## src/pkg/pfc_regs.vh

```
// Overview of operation
// - Trigger mode bits 23:21: rising, falling, both edges, high level, low level.
// - With enable bit 20 clear, a trigger sets no pending flag and no interrupt request is raised.
// - With enable bit 20 set, a detected trigger sets the pending flag.
// - Request reaches interrupt controller only when bits 20 and 25 are both one.
// - Bit 4 picks digital multiplexed function at zero, analog path at one.
// - Bits 3:0 select one of ten functions; reset value 0x1 is plain I/O.
// - Bits 14:12 give eight drive levels, 2mA to 16mA; reset 001.
// - Bit 9 enables the weak pull-down.
// - Bit 8 enables the weak pull-up, bit 11 the strong pull-up.
// - Bit 5 switches the Schmitt input; resets to zero.
`ifndef PFC_REGS_VH
`define PFC_REGS_VH

`define PFC_ADDR_W 8
`define PFC_CTRL_OFS 8'h20
`define PFC_STAT_OFS 8'h40
`define PFC_CTRL_RST 32'h00001001
`define PFC_DRV_RST 3'h1
`define PFC_CTRL_WMASK 32'h02FFFBFF
`define PFC_STAT_WMASK 32'h00000001

`define PFC_FWD_BIT 25
`define PFC_TRIG_HI 23
`define PFC_TRIG_LO 21
`define PFC_EN_BIT 20
`define PFC_DRV_HI 14
`define PFC_DRV_LO 12
`define PFC_SPU_BIT 11
`define PFC_WPD_BIT 9
`define PFC_WPU_BIT 8
`define PFC_IE_BIT 7
`define PFC_OE_BIT 6
`define PFC_SMT_BIT 5
`define PFC_ANA_BIT 4
`define PFC_FUNC_HI 3
`define PFC_FUNC_LO 0
`define PFC_PEND_BIT 0

`define PFC_TRIG_RISE 3'h0
`define PFC_TRIG_FALL 3'h1
`define PFC_TRIG_BOTH 3'h2
`define PFC_TRIG_HIGH 3'h3
`define PFC_TRIG_LOW 3'h4

`define PFC_NUM_FUNC 10
`define PFC_FUNC_IO 4'h1

`endif

```

## src/logic/pfc_trig_detect.v

```verilog
`timescale 1ns/1ps
`default_nettype none
`include "pfc_regs.vh"

module pfc_trig_detect
(
	input wire clock,
	input wire arst_n,
	input wire pin_level,
	input wire [2:0] trigger_mode_select,
	output reg trig_event
);

	reg prev_q;
	wire rise;
	wire fall;

	always @(posedge clock or negedge arst_n)
	begin
		if (!arst_n)
			prev_q <= 1'b0;
		else
			prev_q <= pin_level;
	end

	assign rise = pin_level & ~prev_q;
	assign fall = ~pin_level & prev_q;

	// Reserved mode codes never produce an event.
	always @*
	begin
		case (trigger_mode_select)
			`PFC_TRIG_RISE: trig_event = rise;
			`PFC_TRIG_FALL: trig_event = fall;
			`PFC_TRIG_BOTH: trig_event = rise | fall;
			`PFC_TRIG_HIGH: trig_event = pin_level;
			`PFC_TRIG_LOW: trig_event = ~pin_level;
			default: trig_event = 1'b0;
		endcase
	end

endmodule
`default_nettype wire

```

## src/logic/pfc_top.v

```verilog
`timescale 1ns/1ps
`default_nettype none
`include "pfc_regs.vh"

module pfc_top
#(
	parameter NUM_FUNC = `PFC_NUM_FUNC
)
(
	input wire clock,
	input wire arst_n,
	input wire psel,
	input wire penable,
	input wire pwrite,
	input wire [`PFC_ADDR_W-1:0] paddr,
	input wire [31:0] pwdata,
	output reg [31:0] prdata_q,
	output reg pready_q,
	output reg pslverr_q,
	input wire pad_in,
	input wire [NUM_FUNC-1:0] func_out,
	input wire [NUM_FUNC-1:0] func_oe,
	output reg pad_out_q,
	output reg pad_oe_q,
	output reg pad_input_enable_q,
	output reg schmitt_input_enable_q,
	output reg weak_pullup_enable_q,
	output reg weak_pulldown_enable_q,
	output reg strong_pullup_enable_q,
	output reg [2:0] drive_strength_level_q,
	output reg analog_connect_q,
	output reg [NUM_FUNC-1:0] func_active_q,
	output reg [NUM_FUNC-1:0] func_in_q,
	output reg irq_pending_q,
	output reg interrupt_controller_req_q
);

	reg [31:0] pin_five_control_q;
	reg [31:0] pin_five_control_d;
	reg pending_d;
	reg [31:0] rdata_d;
	reg hit_ctrl;
	reg hit_stat;
	wire [NUM_FUNC-1:0] active_d;
	reg pad_out_d;
	reg pad_oe_d;

	wire setup_ph;
	wire access_done;
	wire wr_ctrl;
	wire wr_stat;
	wire trig_event;
	wire irq_pending_enable;
	wire irq_forward_allow;
	wire digital_path;
	wire [3:0] pin_function_select;

	assign setup_ph = psel & ~penable;
	assign access_done = psel & penable & pready_q;
	assign wr_ctrl = access_done & pwrite & hit_ctrl;
	assign wr_stat = access_done & pwrite & hit_stat;

	assign irq_pending_enable = pin_five_control_q[`PFC_EN_BIT];
	assign irq_forward_allow = pin_five_control_q[`PFC_FWD_BIT];
	assign digital_path = ~pin_five_control_q[`PFC_ANA_BIT];
	assign pin_function_select = pin_five_control_q[`PFC_FUNC_HI:`PFC_FUNC_LO];

	pfc_trig_detect u_trig
	(
		.clock(clock),
		.arst_n(arst_n),
		.pin_level(pad_in),
		.trigger_mode_select(pin_five_control_q[`PFC_TRIG_HI:`PFC_TRIG_LO]),
		.trig_event(trig_event)
	);

	// Address decode and read data for the two registers.
	always @*
	begin
		hit_ctrl = (paddr == `PFC_CTRL_OFS);
		hit_stat = (paddr == `PFC_STAT_OFS);
		rdata_d = 32'h00000000;
		if (hit_ctrl)
			rdata_d = pin_five_control_q & `PFC_CTRL_WMASK;
		else if (hit_stat)
			rdata_d = {31'h00000000, irq_pending_q};
	end

	// Write path; reserved bits keep their zero value.
	always @*
	begin
		pin_five_control_d = pin_five_control_q;
		if (wr_ctrl)
			pin_five_control_d = pwdata & `PFC_CTRL_WMASK;
	end

	// Pending flag: a trigger in the clearing cycle wins over the clear.
	always @*
	begin
		pending_d = irq_pending_q;
		if (wr_stat && pwdata[`PFC_PEND_BIT])
			pending_d = 1'b0;
		if (irq_pending_enable && trig_event)
			pending_d = 1'b1;
	end

	// One-hot function selection; reserved codes select nothing.
	genvar gi;
	generate
		for (gi = 0; gi < NUM_FUNC; gi = gi + 1)
		begin : g_func
			localparam [3:0] FUNC_CODE = gi;
			assign active_d[gi] = digital_path && (pin_function_select == FUNC_CODE);
		end
	endgenerate

	always @*
	begin
		pad_out_d = |(func_out & active_d);
		pad_oe_d = pin_five_control_q[`PFC_OE_BIT] & |(func_oe & active_d);
	end

	// APB slave: answers in the first access cycle, errors on unmapped addresses.
	always @(posedge clock or negedge arst_n)
	begin
		if (!arst_n)
		begin
			pready_q <= 1'b0;
			pslverr_q <= 1'b0;
			prdata_q <= 32'h00000000;
		end
		else
		begin
			pready_q <= setup_ph;
			if (setup_ph)
			begin
				pslverr_q <= ~(hit_ctrl | hit_stat);
				prdata_q <= pwrite ? 32'h00000000 : rdata_d;
			end
			else
			begin
				pslverr_q <= 1'b0;
				prdata_q <= 32'h00000000;
			end
		end
	end

	always @(posedge clock or negedge arst_n)
	begin
		if (!arst_n)
		begin
			pin_five_control_q <= `PFC_CTRL_RST;
			irq_pending_q <= 1'b0;
			interrupt_controller_req_q <= 1'b0;
		end
		else
		begin
			pin_five_control_q <= pin_five_control_d;
			irq_pending_q <= pending_d;
			interrupt_controller_req_q <= pending_d & irq_pending_enable & irq_forward_allow;
		end
	end

	// Pad controls follow the control register one cycle later.
	always @(posedge clock or negedge arst_n)
	begin
		if (!arst_n)
		begin
			pad_input_enable_q <= 1'b0;
			schmitt_input_enable_q <= 1'b0;
			weak_pullup_enable_q <= 1'b0;
			weak_pulldown_enable_q <= 1'b0;
			strong_pullup_enable_q <= 1'b0;
			drive_strength_level_q <= `PFC_DRV_RST;
			analog_connect_q <= 1'b0;
			func_active_q <= {NUM_FUNC{1'b0}};
			func_in_q <= {NUM_FUNC{1'b0}};
			pad_out_q <= 1'b0;
			pad_oe_q <= 1'b0;
		end
		else
		begin
			pad_input_enable_q <= pin_five_control_q[`PFC_IE_BIT];
			schmitt_input_enable_q <= pin_five_control_q[`PFC_SMT_BIT];
			weak_pullup_enable_q <= pin_five_control_q[`PFC_WPU_BIT];
			weak_pulldown_enable_q <= pin_five_control_q[`PFC_WPD_BIT];
			strong_pullup_enable_q <= pin_five_control_q[`PFC_SPU_BIT];
			drive_strength_level_q <= pin_five_control_q[`PFC_DRV_HI:`PFC_DRV_LO];
			analog_connect_q <= pin_five_control_q[`PFC_ANA_BIT];
			func_active_q <= active_d;
			func_in_q <= pin_five_control_q[`PFC_IE_BIT] ? (active_d & {NUM_FUNC{pad_in}}) :
				{NUM_FUNC{1'b0}};
			pad_out_q <= pad_out_d;
			pad_oe_q <= pad_oe_d;
		end
	end

endmodule
`default_nettype wire

```

## config.mk

```make
export PLATFORM = sky130hd
export DESIGN_NAME = pfc_top
export DESIGN_NICKNAME = d
export VERILOG_FILES = /design/src/logic/pfc_trig_detect.v /design/src/logic/pfc_top.v
export VERILOG_INCLUDE_DIRS = /design/src /design/src/pkg
export SDC_FILE = /design/constraint.sdc
export NUM_CORES = 1
export LEC_CHECK = 0
export BUFFER_PORTS_ARGS = -buffer_cell sky130_fd_sc_hd__buf_2
export CAP_MARGIN = 40
export CORE_MARGIN = 3
export CORE_UTILIZATION = 30
export CTS_CLUSTER_SIZE = 30
export DETAILED_ROUTE_END_ITERATION = 12
export PLACE_DENSITY = 0.62
export SKIP_LAST_GASP = 1
export SLEW_MARGIN = 30
export SYNTH_ARGS = -nofsm -noshare
export SYNTH_HDL_FRONTEND = slang
export SYNTH_HIERARCHICAL = 1
export SYNTH_SLANG_ARGS = --single-unit
```

## constraint.sdc

```tcl
create_clock -name clock -period 2.16 [get_ports clock]
set_input_delay 0.324 -clock clock [delete_from_list [all_inputs] [get_ports clock]]
set_output_delay 0.324 -clock clock [all_outputs]
set_load 0.05 [all_outputs]
```

Word level (Yosys, flattened, before mapping) --
Cells that the tools add are included.
Storage, ports and cells: flip-flop bits (word level) 92, bits of input ports 66, output and inout port bits 67, word-level logic and storage cells 79
Operators by class: equality and inequality tests 15, mux-type cells 9, bitwise logic cells 21, reductions and logical operators 16
Operators with widths (count):
- $mux 32 | 3
- $and 10x10->10 | 3
- $reduce_or 10->1 | 2
- $eq 4x3->1 const B | 4
- $logic_and 1x1->1 | 12
- $and 1x1->1 | 11
- $mux 10 | 1
- $eq 4x2->1 const B | 2
- $eq 4x4->1 const B | 2
- $eq 8x6->1 const B | 1
- $eq 8x7->1 const B | 1
- $eq 3x2->1 const B | 2
- $not 1->1 | 5
- $pmux 1 s5 | 1
- $eq 4x1->1 const B | 1
- $logic_not 4->1 | 1
- $mux 1 | 4
- $eq 3x1->1 const B | 1
- $eq 3x3->1 const B | 1
- $logic_not 3->1 | 1
- $or 1x1->1 | 2

Depth between registers and ports, before layout --
Gate-level depths: netlist (run 1).
word-level depth 9, gate-level depth with buffers 7, gate-level depth less buffers 7

Modules after synthesis --
The synthesis (run 1) kept the hierarchy.
Modules (own cells, without submodules):
- pfc_top | instances 1, cells each 217, area an instance 3190.6 um2, seq. area each 2080.7 um2
- pfc_trig_detect | instances 1, cells each 10, area an instance 101.3 um2, seq. area each 25.0 um2

Worst setup path before layout (run 1) --
Ideal clock, no wire load.
path kind reg-to-reg, start reg u_trig.prev_q, end reg interrupt_controller_req_q, setup time 0.120 ns, arrival 1.643 ns, data required time 2.040 ns, setup slack 0.397 ns, stages on the path, launching flop included 7, path buffers 0, clock period less this slack 1.763 ns, cells stage by stage dfrtp_1 ha_1 inv_1 mux4_2 a21o_1 a22o_1 and3_1
Between the ends: longest elaborated chain between the ends 8, elaborated cells on any way between the ends 9, those cells by class 2 x mux; 6 x bitwise; 1 x reduce/logical
RTL lines:
- start, declared | line pfc_trig_detect.v:14 | reg prev_q;
- start signal, assigned | line pfc_trig_detect.v:23 | prev_q <= pin_level;
- $not 1->1 | line pfc_trig_detect.v:26 | assign rise = pin_level & ~prev_q;
- $and 1x1->1 | line pfc_trig_detect.v:26
- $or 1x1->1 | line pfc_trig_detect.v:35 | `PFC_TRIG_BOTH: trig_event = rise | fall;
- $pmux 1 s5 * | line pfc_trig_detect.v:32 | case (trigger_mode_select)
- named net trig_event | line pfc_top.v:52 | wire trig_event;
- $logic_and 1x1->1 * | line pfc_top.v:103 | if (irq_pending_enable && trig_event)
- $mux 1 * | line pfc_top.v:103
- named net pending_d | line pfc_top.v:40 | reg pending_d;
- $and 1x1->1 * (2 in a row) | line pfc_top.v:160 | interrupt_controller_req_q <= pending_d & irq_pending_enable & irq_forward_allow;
- end signal, assigned | line pfc_top.v:160
- end, declared | line pfc_top.v:35 | output reg interrupt_controller_req_q
The timed path passes the listed nets; every way through them passes the cells marked *. A chain may end at the register's enable or synchronous reset.

Final worst setup path (run 1) --
Same ends and word-level chain as after synthesis.

==> flow_summary.yaml, run 1 <==
finish:
  post-route-cell-area_mm2: 0.00419
  area_delta_synth_final_pct: 27.3
  antenna_cells: 0
  final_common_cell: "buf_2"
  most-common-layout-cells: "115 x buf_2, 81 x dfrtp_1, 23 x and2_1"
  nNetsFinal: 416
  drive_gt1_share_pct: 48.4
  nFillCells: 1039
worst_hold_path:
  hold_class: "input port to flip-flop"
synth:
  synthDistinctLibCells: 44
  synth_top_area_share_pct: 61.6
  synth_ff_type: "dfrtp_1"
  syn_area_mm2: 0.00329
  synth_area_per_cell_um2: 14.5
  async_flop_share_pct: 100
  synth.area.top_cells: "dfrtp_1 62%, mux2_4 9.1%, and2_1 4.4%, dfstp_2 2.4%, buf_4 2.1%"
  syn_inst: 227
  synth.largest_area_cell: "dfrtp_1"
  synth_seq_cells: 84
  yosysWarnings: 6
  yosysSeqAreaShare_pct: 64.0
  synth_edf_count: 0
clocking:
  clkTransAtPathRegs_ns: 0.08
  cts_buffers: 9
  htreeDepth: 3
  clockBufferDepth: 2
  numClockSinks: 84
  clk-insertion-delay-late_ns: 0.35
  cts_tree: "done"
  cts-root-buf: "clkbuf_8"
timing:
  slew_viol_final: 0
  setup_viol: 0
  period_minus_slack_ns: 1.85
  rsz0062_at_grt: "false"
  skew_ns: 0.00851
  timing.final.crit_share_pct: 85.4
  hold_viol: 0
  fmax_ghz: 0.542
  finalSetupTns_ns: 0
routing:
  num_vias: 2111
  drt_iter0_markers: 52
  dr.pass1.iters: 4
  wl_um: 6940
  drc: 0
  vias_per_cell: 4.32
  wl_per_cell_um: 14.2
  drt.antenna.violating_nets: 0
grt:
  grt_start_max_net_pins: 52
  grt.total_usage_pct: 12.0
  overflow: 0
  grt_pass1_wl_um: 11600
  grt_pass1_vias: 2198
  grt_antenna_before_repair: 0
critical_path:
  path_cells: "ha_1 -> inv_1 -> mux4_2 -> a21o_1 -> a22o_1 -> and3_1"
  endpoint_kind: "flip-flop"
  cp-start-kind: "flip-flop"
  crit_type: "flip-flop to flip-flop"
  cp_slowest_cell: "mux4_2"
  cp.required_ns: 2.40
  worstPathMaxFanout: 2
  crit_arrival_ns: 2.09
  max_stage_delay_ns: 0.44
die:
  io_pins: 133
  design.die.area_mm2: 0.0123
  coreArea_mm2: 0.0105
  die_y_um: 111
  die_w_um: 111
  start_util_pct: 31.3
  std_cell_rows: 37
job:
  maxCapViolations: 0
placed_design:
  postPlaceCellArea_mm2: 0.00399
  dpl.hpwl_um: 5170
  gp_congestion: 0.741
  portBuffers: 116
status:
  outcome: "complete, no violations"
power_and_ir_drop:
  total_leakage_power_nw: 2.35
  pwr_density_cell_mw_per_mm2: 669
  ir_drop_mv: 0.242
## path summary, 6_finish.rpt
path                                        startpoint                         end  slack [ns]  cells past startpoint
worst min register to register  pin_five_control_q[12]   drive_strength_level_q[0]        0.38                      0
worst min-delay path                            pad_in               u_trig/prev_q        0.16                      1
worst max-delay path                     u_trig/prev_q  interrupt_controller_req_q        0.31                      6
worst max register to register           u_trig/prev_q  interrupt_controller_req_q        0.31                      6
min in group asynchronous                       arst_n                func_in_q[7]        0.47                      2
max in group asynchronous                       arst_n      pin_five_control_q[12]        1.02                      3
## area by class of cell
class                   instances  area [um2]  area share (%)
well taps                     136         170            4.06
flip-flops and latches         84        2110            50.3
inverters                       6        22.5           0.537
clock inverters                 4        33.8           0.806
clock buffers                  12         155            3.70
multi-input cells             126        1050            25.2
repair buffers                121         648            15.5
## worst max-delay path: cells and delay by family (launching register included)
family                     cells  cell delay, ns
buffers and inverters          1            0.04
AOI/OAI and AO/OA              2            0.42
adders and majority gates      1            0.28
DFF                            1            0.39
muxes                          1            0.44
and+or+nand+nor                1            0.17
## metal layers
metal	track usage [%]	vias up	part of all wire (%)
li1	-	996	-
met1	14.5	1041	42
met2	20.1	70	51
met3	4.53	4	5.9
met4	3.20	0	0.58
met5	0	-	0
## power breakdown
part	switching, mW	internal, mW
Sequential	0.00464	1.58
Clock	0.554	0.487
Combinational	0.116	0.0641
Total	0.675	2.13
## synth_stat cells (2+ instances only)
master	n
and2_1	23
buf_4	9
buf_6	4
clkbuf_1	2
clkbuf_2	2
dfrtp_1	81
dfstp_2	3
ha_1	2
inv_1	6
mux2_2	4
mux2_4	20
mux2i_1	5
mux4_2	2
nand2_1	2
nand2b_1	3
nand3b_1	5
nor2_1	13
nor3_1	11
nor4_4	2
o21ai_0	3
or3b_2	2
## flip-flops by register name (all words and copies together), names as in the netlist, 3 cells and up
| name | cells |
|---|---|
| func_active_q | 10 |
| drive_strength_level_q | 3 |
| func_in_q | 10 |
| pin_five_control_q | 24 |
| prdata_q | 24 |
## through the flow
| step | total power [mW] | setup slack, ns | std cells | utilization, % | hold WS (ns) |
|---|---|---|---|---|---|
| 2_1_floorplan | 1.70 | 0.397 | 234 | - | 0.0284 |
| 3_3_place_gp | 1.79 | 0.206 | 472 | 38.0 | 0.307 |
| 3_5_place_dp | 1.80 | 0.140 | 472 | 38.0 | 0.311 |
| 4_1_cts | 2.85 | 0.303 | 489 | 39.9 | 0.134 |
| 5_1_grt | 2.94 | 0.240 | 489 | 39.9 | 0.138 |
| 6_report | 2.81 | 0.314 | 489 | 39.9 | 0.156 |
## kinds of logic after synthesis
family          Yosys count  share of synthesized area (%)
simple gates             74                           14.5
other cells               1                          0.114
flops                    84                           64.0
mux                      31                           13.4
xor+xnor                  1                          0.266
buf+inv                  24                           4.79
fa+ha+maj                 2                          0.760
compound gates           10                           2.20
## timing repair
action,4_1_cts,5_1_grt
buffers inserted,0,0
gates resized for setup,0,0
hold endpoints to repair,32,0
hold buffers,1,0
No activity file was read; power rests on OpenSTA's default activity.
==> run 2, diff against run 1 <==
--- a/config.mk
+++ b/config.mk
@@ -6,6 +6,7 @@
 export SDC_FILE = /design/constraint.sdc
 export NUM_CORES = 1
 export LEC_CHECK = 0
+export ABC_AREA = 1
 export BUFFER_PORTS_ARGS = -buffer_cell sky130_fd_sc_hd__buf_2
 export CAP_MARGIN = 40
 export CORE_MARGIN = 3
==> run 2 against run 1 <==
Against the previous run: critical path depth decreased by 5; register-to-register slack improved by 0.43 ns; core utilization increased by 0.27 points; fmax increased by 29%; largest cell class unchanged.
==> flow_summary.yaml, run 2 <==
critical_path:
  crit_type: "flip-flop to output pin"
  cp-start-kind: "flip-flop"
  cp.required_ns: 1.84
  path_cells: "buf_2"
  cp_slowest_cell: "dfstp_2"
  reg2regPathDepth: 6
  endpoint_kind: "output pin"
  worstPathMaxFanout: 1
  path_depth: 1
  reg2reg_slack_ns: 0.74
  crit_family: "flip-flops"
  worst-path-buf-inv: 1
  crit_arrival_ns: 1.10
  max_stage_delay_ns: 0.52
placed_design:
  portBuffers: 116
  gp_congestion: 0.854
  place_ws_ns: 0.534
  postPlaceCellArea_mm2: 0.00402
  dpl.hpwl_um: 6250
clocking:
  cts_setup_buffers: 0
  cts-root-buf: "clkbuf_8"
  clockBufferDepth: 2
  cts_hold_buf: 0
  cts_buffers: 9
  cts_tree: "done"
  cts_resized: 0
  clkTransAtPathRegs_ns: 0.07
  clk-insertion-delay-late_ns: 0.34
  numClockSinks: 84
  htreeDepth: 3
power_and_ir_drop:
  p_sw_share_pct: 23.4
  p_switching_mw: 0.671
  total_leakage_power_nw: 2.32
  pwr_density_cell_mw_per_mm2: 680
  pwr-share-seq_pct: 55.1
  intPower_mw: 2.20
  comb_power_share_pct: 6.1
  ir_drop_mv: 0.275
  power_frac_clock_pct: 38.7
timing:
  period_minus_slack_ns: 1.43
  timing.final.crit_share_pct: 66.0
  tightest_slew_ns: 0.688
  setup_viol: 0
  setup_ws_ns: 0.734
  rsz0062_at_grt: "false"
  fmax_ghz: 0.701
  hold_viol: 0
  skew_ns: 0.0117
  finalSetupTns_ns: 0
  max_slew_margin_pct: 54.1
  slew_viol_final: 0
synth:
  synth.most_common_cell: "nand2_1"
  synth.area.top_cells: "dfrtp_1 62%, nand2_1 12%, nand3_1 4.4%, nor2_1 3.9%, buf_4 2.5%"
  async_flop_share_pct: 100
  synth_ff_type: "dfrtp_1"
  synth_commonest_cells: "106 x nand2_1, 81 x dfrtp_1, 34 x nor2_1"
  yosysWarnings: 6
  synth_top_area_share_pct: 61.5
  synth_edf_count: 0
  synthDistinctLibCells: 24
  synth.largest_area_cell: "dfrtp_1"
  synth_area_per_cell_um2: 9.63
  synth_seq_cells: 84
  yosysSeqAreaShare_pct: 63.9
  syn_inst: 342
  syn_area_mm2: 0.00329
die:
  die_w_um: 111
  design.die.area_mm2: 0.0123
  die_y_um: 111
  std_cell_rows: 37
  start_util_pct: 31.3
  io_pins: 133
  coreArea_mm2: 0.0105
routing:
  vias_per_cell: 4.41
  drt.antenna.violating_nets: 0
  drt_iter0_markers: 84
  wl_um: 8530
  dr.pass1.iters: 4
  num_vias: 2672
  drc: 0
  wl_per_cell_um: 14.1
finish:
  area_delta_synth_final_pct: 28.1
  nNetsFinal: 533
  nFillCells: 1065
  final_common_cell: "buf_2"
  reg_top3: "pin_five_control_q (24), prdata_q (24)"
  antenna_cells: 0
  most-common-layout-cells: "115 x buf_2, 106 x nand2_1, 81 x dfrtp_1"
  drive_gt1_share_pct: 33.6
  post-route-cell-area_mm2: 0.00422
status:
  outcome: "complete, no violations"
grt:
  grt_start_max_net_pins: 55
  grt_pass1_wl_um: 13900
  overflow: 0
  grt_antenna_before_repair: 0
  grt.total_usage_pct: 14.2
  grt_pass1_vias: 2811
job:
  maxCapViolations: 0
worst_hold_path:
  hold_class: "input port to asynchronous set/reset pin"
-- run 2: cell families after synthesis --
logic type,synth area share (%)
flip-flops,63.9
AO/OA/AOI/OAI,1.22
AND/OR/NAND/NOR,27.3
buffers and inverters,6.72
other,0.114
adder cells (fa/ha/maj),0.759
-- run 2: path summary, 6_finish.rpt --
| check | from | to |
|---|---|---|
| worst max-delay path | drive_strength_level_q[0] | drive_strength_level_q[0] |
| worst min-delay path | arst_n | drive_strength_level_q[1] |
| worst max register to register | pready_q | pin_five_control_q[21] |
| worst min register to register | pin_five_control_q[12] | drive_strength_level_q[0] |
| max in group asynchronous | arst_n | prdata_q[3] |
| min in group clock | pad_in | u_trig/prev_q |
-- run 2: power by group through the flow --
stage	sequential (mW)	combinational [mW]	clock [mW]
after floorplan	1.62	0.0694	0
after global placement	1.61	0.177	0
after detailed placement	1.61	0.180	0
after CTS	1.58	0.180	1.16
after global routing	1.58	0.196	1.23
final	1.58	0.176	1.11
-- run 2: routing by layer --
layer	global-route usage (%)	share of wire, %	up-vias
met5	0	0	-
met4	3.20	0.66	0
met3	5.08	6.9	4
met2	24.2	49	103
met1	17.2	43	1266
li1	-	-	1299
-- run 2: layout make-up --
type | count | area, um2 | share of cell area, %
clock buffer | 12 | 145 | 3.44
tap | 136 | 170 | 4.03
timing repair buffer | 124 | 656 | 15.5
multi-input combinational | 222 | 1000 | 23.8
inverter | 24 | 90.1 | 2.14
sequential | 84 | 2110 | 49.9
clock inverter | 4 | 50.0 | 1.19
-- run 2: stage by stage --
stage / total power, mW / util, % / hold WS (ns) / instances
2_1_floorplan: 1.69 / - / 0.0284 / 349
3_3_place_gp: 1.79 / 38.3 / 0.366 / 590
3_5_place_dp: 1.79 / 38.3 / 0.367 / 590
4_1_cts: 2.92 / 40.1 / 0.0405 / 606
5_1_grt: 3.01 / 40.1 / 0.0593 / 606
6_report: 2.87 / 40.1 / 0.0231 / 606
